## src/design/ccms_map.svh

```systemverilog
// Notes on behaviour
// - Mode chosen from straps sampled during reset
// - Strap codes map to six multiplier modes plus direct and prescale
// - External forced clock accepted only in direct
// - Code 001 halves input via prescaler
// - Prescaler phases each last one input period
// - Activity triggered on both CPU clock edges
// - Half-period interval is the timing unit
// - Prescaler, watchdog enabled: PLL free-runs
// - Prescaler, watchdog disabled: PLL switched off
// - Watchdog disable is config bit 4, reset enabled
// - Code 011: PLL runs only as watchdog clock, amplifier bypassed, direct
`ifndef CCMS_MAP_SVH
`define CCMS_MAP_SVH

`define CCMS_STRAP_X4        3'h7
`define CCMS_STRAP_X3        3'h6
`define CCMS_STRAP_X8        3'h5
`define CCMS_STRAP_X5        3'h4
`define CCMS_STRAP_DIRECT    3'h3
`define CCMS_STRAP_X10       3'h2
`define CCMS_STRAP_PRESCALE  3'h1
`define CCMS_STRAP_X16       3'h0
`define CCMS_FACTOR_X4       5'h04
`define CCMS_FACTOR_X3       5'h03
`define CCMS_FACTOR_X8       5'h08
`define CCMS_FACTOR_X5       5'h05
`define CCMS_FACTOR_DIRECT   5'h01
`define CCMS_FACTOR_X10      5'h0a
`define CCMS_FACTOR_PRESCALE 5'h00
`define CCMS_FACTOR_X16      5'h10
`define CCMS_OWD_DIS_BIT     4
`define CCMS_OWD_DIS_RESET   1'b0

`endif

```

## src/design/ccms_pkg.sv

```systemverilog
package ccms_pkg;
    typedef enum logic [1:0] {CCMS_PLL, CCMS_DIRECT, CCMS_PRESCALE} ccms_mode_e;
    typedef logic [4:0] ccms_factor_t;
endpackage : ccms_pkg

```

## src/design/ccms_clock_mode.sv

```systemverilog
`timescale 1ns/1ps
`include "ccms_map.svh"
`default_nettype none
module ccms_clock_mode
(
    // Clock and reset
    input  wire logic                  clk,
    input  wire logic                  resetn,
    input  wire logic                  clk_en,
    // Strap pins and configuration
    input  wire logic [2:0]            clock_mode_strap_pins,
    input  wire logic [7:0]            system_config_register,
    // Mode outputs
    output logic [2:0]                 clock_mode_code,
    output ccms_pkg::ccms_mode_e       clock_mode,
    output ccms_pkg::ccms_factor_t     pll_factor,
    output logic                       pll_enable,
    output logic                       pll_free_running,
    output logic                       osc_amp_enable,
    output logic                       ext_clock_accept,
    // CPU clock model
    output logic                       cpu_clk,
    output logic                       cpu_edge,
    output logic                       cpu_rise,
    output logic                       cpu_fall
);
    logic [2:0] strap_meta_reg;
    logic [2:0] strap_sync_reg;
    logic [1:0] owd_sync_reg;
    logic       captured_reg;
    logic       osc_watchdog_disable;
    ccms_pkg::ccms_mode_e mode_next;
    ccms_pkg::ccms_factor_t factor_next;

    assign osc_watchdog_disable = owd_sync_reg[1];

    // Strap sync keeps running in reset, so the capture sees reset-time levels
    always_ff @(posedge clk)
    begin
        if (clk_en)
        begin
            strap_meta_reg <= clock_mode_strap_pins;
            strap_sync_reg <= strap_meta_reg;
        end
    end

    always_ff @(posedge clk or negedge resetn)
    begin
        if (!resetn)
        begin
            owd_sync_reg <= {2{`CCMS_OWD_DIS_RESET}};
        end
        else if (clk_en)
        begin
            owd_sync_reg <= {owd_sync_reg[0], system_config_register[`CCMS_OWD_DIS_BIT]};
        end
    end

    always_comb
    begin
        factor_next = `CCMS_FACTOR_X4;
        mode_next   = ccms_pkg::CCMS_PLL;
        case (strap_sync_reg)
            `CCMS_STRAP_X4:       factor_next = `CCMS_FACTOR_X4;
            `CCMS_STRAP_X3:       factor_next = `CCMS_FACTOR_X3;
            `CCMS_STRAP_X8:       factor_next = `CCMS_FACTOR_X8;
            `CCMS_STRAP_X5:       factor_next = `CCMS_FACTOR_X5;
            `CCMS_STRAP_DIRECT:
            begin
                factor_next = `CCMS_FACTOR_DIRECT;
                mode_next   = ccms_pkg::CCMS_DIRECT;
            end
            `CCMS_STRAP_X10:      factor_next = `CCMS_FACTOR_X10;
            `CCMS_STRAP_PRESCALE:
            begin
                factor_next = `CCMS_FACTOR_PRESCALE;
                mode_next   = ccms_pkg::CCMS_PRESCALE;
            end
            default:              factor_next = `CCMS_FACTOR_X16;
        endcase
    end

    // Capture on the first enabled edge after release, then freeze
    always_ff @(posedge clk or negedge resetn)
    begin
        if (!resetn)
        begin
            captured_reg     <= 1'b0;
            clock_mode_code  <= `CCMS_STRAP_X4;
            clock_mode       <= ccms_pkg::CCMS_PLL;
            pll_factor       <= `CCMS_FACTOR_X4;
        end
        else if (clk_en && !captured_reg)
        begin
            captured_reg    <= 1'b1;
            clock_mode_code <= strap_sync_reg;
            clock_mode      <= mode_next;
            pll_factor      <= factor_next;
        end
    end

    // PLL multiplies in the PLL modes, else runs only as the watchdog clock
    always_ff @(posedge clk or negedge resetn)
    begin
        if (!resetn)
        begin
            pll_enable <= 1'b0;
        end
        else if (clk_en && captured_reg)
        begin
            case (clock_mode)
                ccms_pkg::CCMS_DIRECT:
                begin
                    pll_enable <= !osc_watchdog_disable;
                end
                ccms_pkg::CCMS_PRESCALE:
                begin
                    pll_enable <= !osc_watchdog_disable;
                end
                default:
                begin
                    pll_enable <= 1'b1;
                end
            endcase
        end
    end

    // Free-running only while the watchdog needs a clock
    always_ff @(posedge clk or negedge resetn)
    begin
        if (!resetn)
        begin
            pll_free_running <= 1'b0;
        end
        else if (clk_en && captured_reg)
        begin
            case (clock_mode)
                ccms_pkg::CCMS_DIRECT:
                begin
                    pll_free_running <= !osc_watchdog_disable;
                end
                ccms_pkg::CCMS_PRESCALE:
                begin
                    pll_free_running <= !osc_watchdog_disable;
                end
                default:
                begin
                    pll_free_running <= 1'b0;
                end
            endcase
        end
    end

    // Amplifier bypassed only in direct drive
    always_ff @(posedge clk or negedge resetn)
    begin
        if (!resetn)
        begin
            osc_amp_enable <= 1'b1;
        end
        else if (clk_en && captured_reg)
        begin
            case (clock_mode)
                ccms_pkg::CCMS_DIRECT:
                begin
                    osc_amp_enable <= 1'b0;
                end
                default:
                begin
                    osc_amp_enable <= 1'b1;
                end
            endcase
        end
    end

    // A forced input clock is legal only in direct drive
    always_ff @(posedge clk or negedge resetn)
    begin
        if (!resetn)
        begin
            ext_clock_accept <= 1'b0;
        end
        else if (clk_en && captured_reg)
        begin
            case (clock_mode)
                ccms_pkg::CCMS_DIRECT:
                begin
                    ext_clock_accept <= 1'b1;
                end
                default:
                begin
                    ext_clock_accept <= 1'b0;
                end
            endcase
        end
    end

    // Prescaler model: clk stands for the input clock, each phase one period
    always_ff @(posedge clk or negedge resetn)
    begin
        if (!resetn)
        begin
            cpu_clk <= 1'b0;
        end
        else if (clk_en && captured_reg && clock_mode == ccms_pkg::CCMS_PRESCALE)
        begin
            cpu_clk <= !cpu_clk;
        end
    end

    // One pulse per CPU clock edge, rising and falling told apart
    always_ff @(posedge clk or negedge resetn)
    begin
        if (!resetn)
        begin
            cpu_edge <= 1'b0;
            cpu_rise <= 1'b0;
            cpu_fall <= 1'b0;
        end
        else if (clk_en)
        begin
            cpu_edge <= 1'b0;
            cpu_rise <= 1'b0;
            cpu_fall <= 1'b0;
            if (captured_reg && clock_mode == ccms_pkg::CCMS_PRESCALE)
            begin
                cpu_edge <= 1'b1;
                cpu_rise <= !cpu_clk;
                cpu_fall <= cpu_clk;
            end
        end
    end
endmodule : ccms_clock_mode
`default_nettype wire

```

## config.mk

```make
export PLATFORM = sky130hd
export DESIGN_NAME = ccms_clock_mode
export DESIGN_NICKNAME = d
export VERILOG_FILES = /design/src/design/ccms_pkg.sv /design/src/design/ccms_clock_mode.sv
export VERILOG_INCLUDE_DIRS = /design/src /design/src/design
export SDC_FILE = /design/constraint.sdc
export NUM_CORES = 1
export LEC_CHECK = 0
export BUFFER_PORTS_ARGS = -buffer_cell sky130_fd_sc_hd__buf_2
export CORE_MARGIN = 2
export CORE_UTILIZATION = 44
export DETAILED_ROUTE_END_ITERATION = 8
export PLACE_DENSITY = 0.8
export SLEW_MARGIN = 20
export SYNTH_ARGS = -nofsm -noshare
export SYNTH_HDL_FRONTEND = slang
export SYNTH_SLANG_ARGS = --single-unit
export TNS_END_PERCENT = 30
```

## constraint.sdc

```tcl
create_clock -name clk -period 1.04 [get_ports clk]
set_clock_uncertainty 0.1 [all_clocks]
set_input_delay 0.104 -clock clk [delete_from_list [all_inputs] [get_ports clk]]
set_output_delay 0.104 -clock clk [all_outputs]
set_load 0.01 [all_outputs]
```

==> results.json, run 1 <==
{
  "status": "finished with violations",
  "failed_checks": "setup timing",
  "overflow": 0,
  "top_register": "pll_factor",
  "grt_max_degree": 22,
  "cts_tree": "done",
  "crit_arrival_ns": 1.35,
  "die_area_um2": 2900,
  "avgSynthCellArea_um2": 12.7,
  "grt_pass1_wl_mm": 3.60,
  "h-tree-depth": 1,
  "start_util_pct": 45.3,
  "syn_area_um2": 1090,
  "combPwrFrac_pct": 21.7,
  "largest_reg_flops": 5,
  "areaGrowthSynthToFinish_pct": 40.9,
  "gp_congestion": 0.742,
  "antennaDiodeCount": 0,
  "rsz0062_at_grt": "true",
  "peakVddDrop_mv": 1.15,
  "worst-setup-path-type": "reg2reg",
  "gr-usage-met2_pct": 30.9,
  "clkLatencyLatePin_ns": 0.32,
  "synth_area_leaders": "dfrtp_1 37%, edfxtp_1 16%, dfstp_2 12%",
  "crit_fanout": 7,
  "nNetsFinal": 149,
  "ys_seq_area_share_pct": 65.2,
  "wire_per_inst_um": 13.1,
  "path_buf_inv": 0,
  "reg2reg_slack_ns": -0.19,
  "hpwl_mm": 1.32,
  "slowest_stage": "edfxtp_1",
  "drc": 0,
  "cts_buffer_depth": 2,
  "crit_family": "flip-flops",
  "grt_pass1_vias": 811,
  "fin_ws_ns": -0.186,
  "ys.warnings.count": 0,
  "ys_types": 27,
  "drv_cap": 0,
  "finalMaxSlewViolations": 0,
  "routed_wl_mm": 2.12,
  "rows": 18,
  "cts.sinks": 27,
  "placement.io_buffers": 24,
  "num_io_pins": 32,
  "tightest_slew_ns": 0.454,
  "grtUsageMet3_pct": 3.33,
  "ys_ff_latch": 27,
  "fin_crit_ns": 1.23,
  "p_int_uw": 1650,
  "synthCells": 86,
  "coreArea_um2": 2410,
  "worst_ep_required_time_ns": 1.16,
  "synth_fp_nets": 102,
  "pre_cts_ws_ns": -0.187,
  "max_slew_margin_pct": 69.7,
  "drt_iter0_markers": 10,
  "power_switching_share_pct": 27.7,
  "power.switching_uw": 632,
  "setup_viol": 33,
  "use_met1_pct": 22.8,
  "hold_viol_final": 0,
  "vias": 800,
  "top_usage_layer": "met2",
  "fin_crit_sh_pct": 118,
  "die_w_um": 53.8,
  "pwr-share-seq_pct": 58.7,
  "antenna_found_initial": 0,
  "clock.fmax_ghz": 0.816,
  "critical-path-max-stage-delay_ns": 0.54,
  "cp-start-kind": "flop",
  "hold_path.class": "in2reg",
  "cp_cell_sequence": "nor2b_2 > a21oi_1 > o21ai_0",
  "drt-vias-per-instance": 4.94,
  "grt_util_all_layers_pct": 18.1,
  "setup-tns-final_ns": -2.65,
  "leakagePower_uw": 0.000719,
  "antenna_left": 0,
  "clockPowerShare_pct": 19.6,
  "clk_pin_slew_worst_paths_ns": 0.14,
  "cp-end-kind": "flop",
  "dr.pass1.iters": 4,
  "drive_above_1_share_pct": 55.3,
  "pwr_density_cell_nw_per_um2": 1480,
  "cts_root_buf": "clkbuf_4",
  "numCtsBuffers": 3,
  "yosysTopAreaCellShare_pct": 36.7,
  "synth_area_leader_cell": "dfrtp_1",
  "die_h_um": 53.8
}
## power by group through the flow
stage               sequential [uW]  clock, uW  combinational, uW
detailed placement             1340          0                376
finish                         1340        447                495
CTS                            1330        455                464
global placement               1330          0                364
global route                   1360        502                546
floorplan                      1380          0                147
## cell families after synthesis
| group | Yosys count | share of synthesized area (%) |
|---|---|---|
| compound gates | 18 | 10.8 |
| xor+xnor | 1 | 0.802 |
| fa+ha+maj | 2 | 2.29 |
| flops | 27 | 65.2 |
| buf+inv | 11 | 5.96 |
| simple gates | 23 | 10.5 |
| mux | 4 | 4.47 |
## path summary, 6_finish.rpt
check                      depth (start not counted)                 to              start
setup / recovery                                   3      pll_factor[0]  strap_sync_reg[0]
hold / removal                                     2           cpu_fall             clk_en
setup reg to reg                                   3      pll_factor[0]  strap_sync_reg[0]
hold reg to reg                                    0  strap_sync_reg[1]  strap_meta_reg[1]
max in group asynchronous                          2     osc_amp_enable             resetn
min in group asynchronous                          2   pll_free_running             resetn
## synth_stat cells (all sizes together)
cell / n
dfrtp: 16
nand2: 14
o21ai: 10
inv: 7
edfxtp: 6
dfstp: 5
mux2: 4
a21oi: 3
buf: 3
nor2b: 3
ha: 2
o41ai: 2
a32o: 1
and3b: 1
clkbuf: 1
nand2b: 1
nand3: 1
nand4: 1
nor2: 1
o22ai: 1
o31ai: 1
or2: 1
xnor2: 1
## placed cells by master (no fill, tap or decap), drive strengths merged, types with 2 or more instances in the layout
master       Yosys  final
buf              3     40
dfrtp           16     16
nand2           14     14
o21ai           10     10
inv              7      7
edfxtp           6      6
dfstp            5      5
dlygate4sd3      0      5
mux2             4      4
clkbuf           1      4
nor2b            3      3
a21oi            3      3
nand2b           1      2
o41ai            2      2
ha               2      2
## metal layers
layer	routed length, um	up-vias
met4	23	0
met1	874	387
met3	75	3
met2	1140	23
li1	-	387
met5	0	-
## repair_timing
item | in CTS | in global routing
hold buffers | 5 | 0
gates resized for setup | 20 | 15
cloned | 1 | 0
endpoints found under the hold margin | 25 | 0
pin swaps | 9 | 4
setup buffers | 5 | 2
endpoints found under the setup margin | 36 | 37
## worst reg2reg max path: stages (launching register included)
cell and delay [ns]:
edfxtp_1 0.54, nor2b_2 0.23, a21oi_1 0.18, o21ai_0 0.09
## per-stage QoR
step	hold slack (ns)	utilization, %	instance area, um^2	instances	total power [uW]
2_1_floorplan	-0.292	-	1090	86	1530
3_3_place_gp	-0.0323	53.1	1280	145	1690
3_5_place_dp	-0.0156	53.1	1280	145	1720
4_1_cts	0.0662	61.7	1490	160	2250
5_1_grt	0.0795	63.9	1540	162	2400
6_report	0.0735	63.9	1540	162	2280
## cell type report
class / instances / area, um^2
Fill cell: 188 / 871
Sequential cell: 27 / 713
Multi-Input combinational cell: 49 / 399
Timing Repair Buffer: 45 / 337
Tap cell: 30 / 37.5
Clock buffer: 4 / 26.3
Inverter: 7 / 26.3
No activity file was read; power rests on OpenSTA's default activity.
==> inputs of run 2 (changes only) <==
--- a/config.mk
+++ b/config.mk
@@ -11,6 +11,7 @@
 export CORE_UTILIZATION = 44
 export DETAILED_ROUTE_END_ITERATION = 8
 export PLACE_DENSITY = 0.8
+export REMOVE_ABC_BUFFERS = 1
 export SLEW_MARGIN = 20
 export SYNTH_ARGS = -nofsm -noshare
 export SYNTH_HDL_FRONTEND = slang
==> run 2 against run 1 <==
Compared with the run above: the flow still finishes with violations (setup timing); first-iteration DRC count fell by 90%; sequential cell count did not move; combinational power rose by 0.8%.
==> results.json, run 2 (synthesis results as in run 1) <==
{
  "status": "finished with violations",
  "failed_checks": "setup timing",
  "reg2reg_to": "pll_factor[2]",
  "fin_ws_ns": -0.137,
  "die_h_um": 53.8,
  "grt_util_all_layers_pct": 16.3,
  "dpl_cell_area_um2": 1280,
  "antennaDiodeCount": 0,
  "tightest_slew_ns": 0.481,
  "nNetsFinal": 146,
  "cp_cell_sequence": "buf_6",
  "drt-vias-per-instance": 4.81,
  "reg2reg_slack_ns": -0.13,
  "largest_reg_flops": 5,
  "seq_area_um2": 714,
  "nFillCells": 194,
  "start_util_pct": 45.3,
  "setup_viol": 33,
  "multiInputGateArea_um2": 428,
  "crit_arrival_ns": 0.97,
  "clkLatencyLatePin_ns": 0.31,
  "rows": 18,
  "antenna_found_initial": 0,
  "slowest_stage": "dfstp_2",
  "worst_ep_required_time_ns": 0.84,
  "fin_crit_sh_pct": 113,
  "hold_viol_final": 0,
  "grt_pass1_wl_mm": 3.31,
  "num_io_pins": 32,
  "reg2reg_depth": 3,
  "hold_path.class": "in2reg",
  "top_register": "pll_factor",
  "cts_root_buf": "clkbuf_4",
  "clk_pin_slew_worst_paths_ns": 0.13,
  "vias": 764,
  "numCtsBuffers": 3,
  "grt_pass1_vias": 761,
  "worst-setup-path-type": "reg2out",
  "die_area_um2": 2900,
  "rsz0062_at_grt": "true",
  "hp-start": "clk_en",
  "r2r-start": "strap_sync_reg[0]",
  "final_cell_mix": "17 x buf_2, 14 x dfrtp_1, 12 x nand2_1",
  "drive_above_1_share_pct": 57.4,
  "cp-start-kind": "flop",
  "dr.pass1.iters": 2,
  "max_slew_margin_pct": 67.9,
  "critical-path-max-stage-delay_ns": 0.56,
  "final_common_cell": "buf_2",
  "leakagePower_uw": 0.000727,
  "grt_max_degree": 22,
  "cts_buffer_depth": 2,
  "cts.sinks": 27,
  "worst_hold_slack_ns": 0.118,
  "antenna_left": 0,
  "fin_crit_ns": 1.18,
  "design_area_um2": 1550,
  "finalMaxSlewViolations": 0,
  "crit_family": "flip-flops",
  "drc": 0,
  "hpwl_mm": 1.33,
  "routed_wl_mm": 2.23,
  "wire_per_inst_um": 14.0,
  "drt_iter0_markers": 1,
  "gp_congestion": 0.728,
  "path_buf_inv": 1,
  "h-tree-depth": 1,
  "overflow": 0,
  "clock.fmax_ghz": 0.849,
  "peakVddDrop_mv": 1.12,
  "pwr_density_cell_nw_per_um2": 1460,
  "cts_tree": "done",
  "drv_cap": 0,
  "placement.io_buffers": 24,
  "coreArea_um2": 2410,
  "crit_fanout": 2,
  "cp-end-kind": "output pin",
  "min_path_cells": 3,
  "hold_end": "cpu_edge",
  "die_w_um": 53.8,
  "areaGrowthSynthToFinish_pct": 42.0
}
run 2: changes by cell type in the layout (fill, tap and decap cells not counted), moves of 2 or more:
cell	previous run	this run
buf_6	9	11
buf_2	19	17
buf_4	12	8
nor2b_4	0	2
o21ai_1	4	6
o21ai_0	2	0
run 2: report_power, final:
part           internal, uW  switching, uW  total (uW)
Combinational           269            230         499
Clock                   150            281         430
Sequential             1230            112        1340
run 2: layout make-up:
type	instances	area share (%)
Tap cell	30	2.42
Inverter	7	1.69
Clock buffer	4	1.69
Timing Repair Buffer	41	20.6
Sequential cell	27	46.0
Multi-Input combinational cell	50	27.6
run 2: worst max-delay path by stage:
stage	from	endpoint	slack, ns	depth (start not counted)
after global routing	clock_mode_code[0]	clock_mode_code[0]	-0.18	1
after CTS	pll_factor[2]	pll_factor[2]	-0.16	1
after detailed placement	clock_mode[0]	pll_enable	-0.12	4
after global placement	clock_mode[0]	pll_free_running	-0.08	3
final	pll_factor[2]	pll_factor[2]	-0.14	1
after floorplan	clock_mode[0]	pll_free_running	-0.11	3
run 2: per-stage QoR:
step                setup WS (ns)  total power [uW]  utilization [%]  setup TNS [ns]  cells
finish                     -0.137              2270             64.4           -2.28    159
CTS                        -0.158              2230             61.0           -2.42    157
detailed placement         -0.120              1710             53.1           -1.08    145
global placement          -0.0836              1690             53.1          -0.561    145
global route               -0.183              2400             64.4           -4.03    159
floorplan                  -0.112              1510                -          -0.507     82
run 2: routing by layer:
metal,share of wire (%),GRT usage [%]
met1,40,19.6
met2,57,27.8
met3,3.3,3.89
met4,0,6.41
met5,0,0
run 2: timing repair:
item	4_1_cts	5_1_grt
resized for setup	22	23
setup endpoints to repair	36	37
endpoints found under the hold margin	25	0
buffers inserted	1	2
hold buffers	5	0
cloned	2	0
pin swaps	4	3
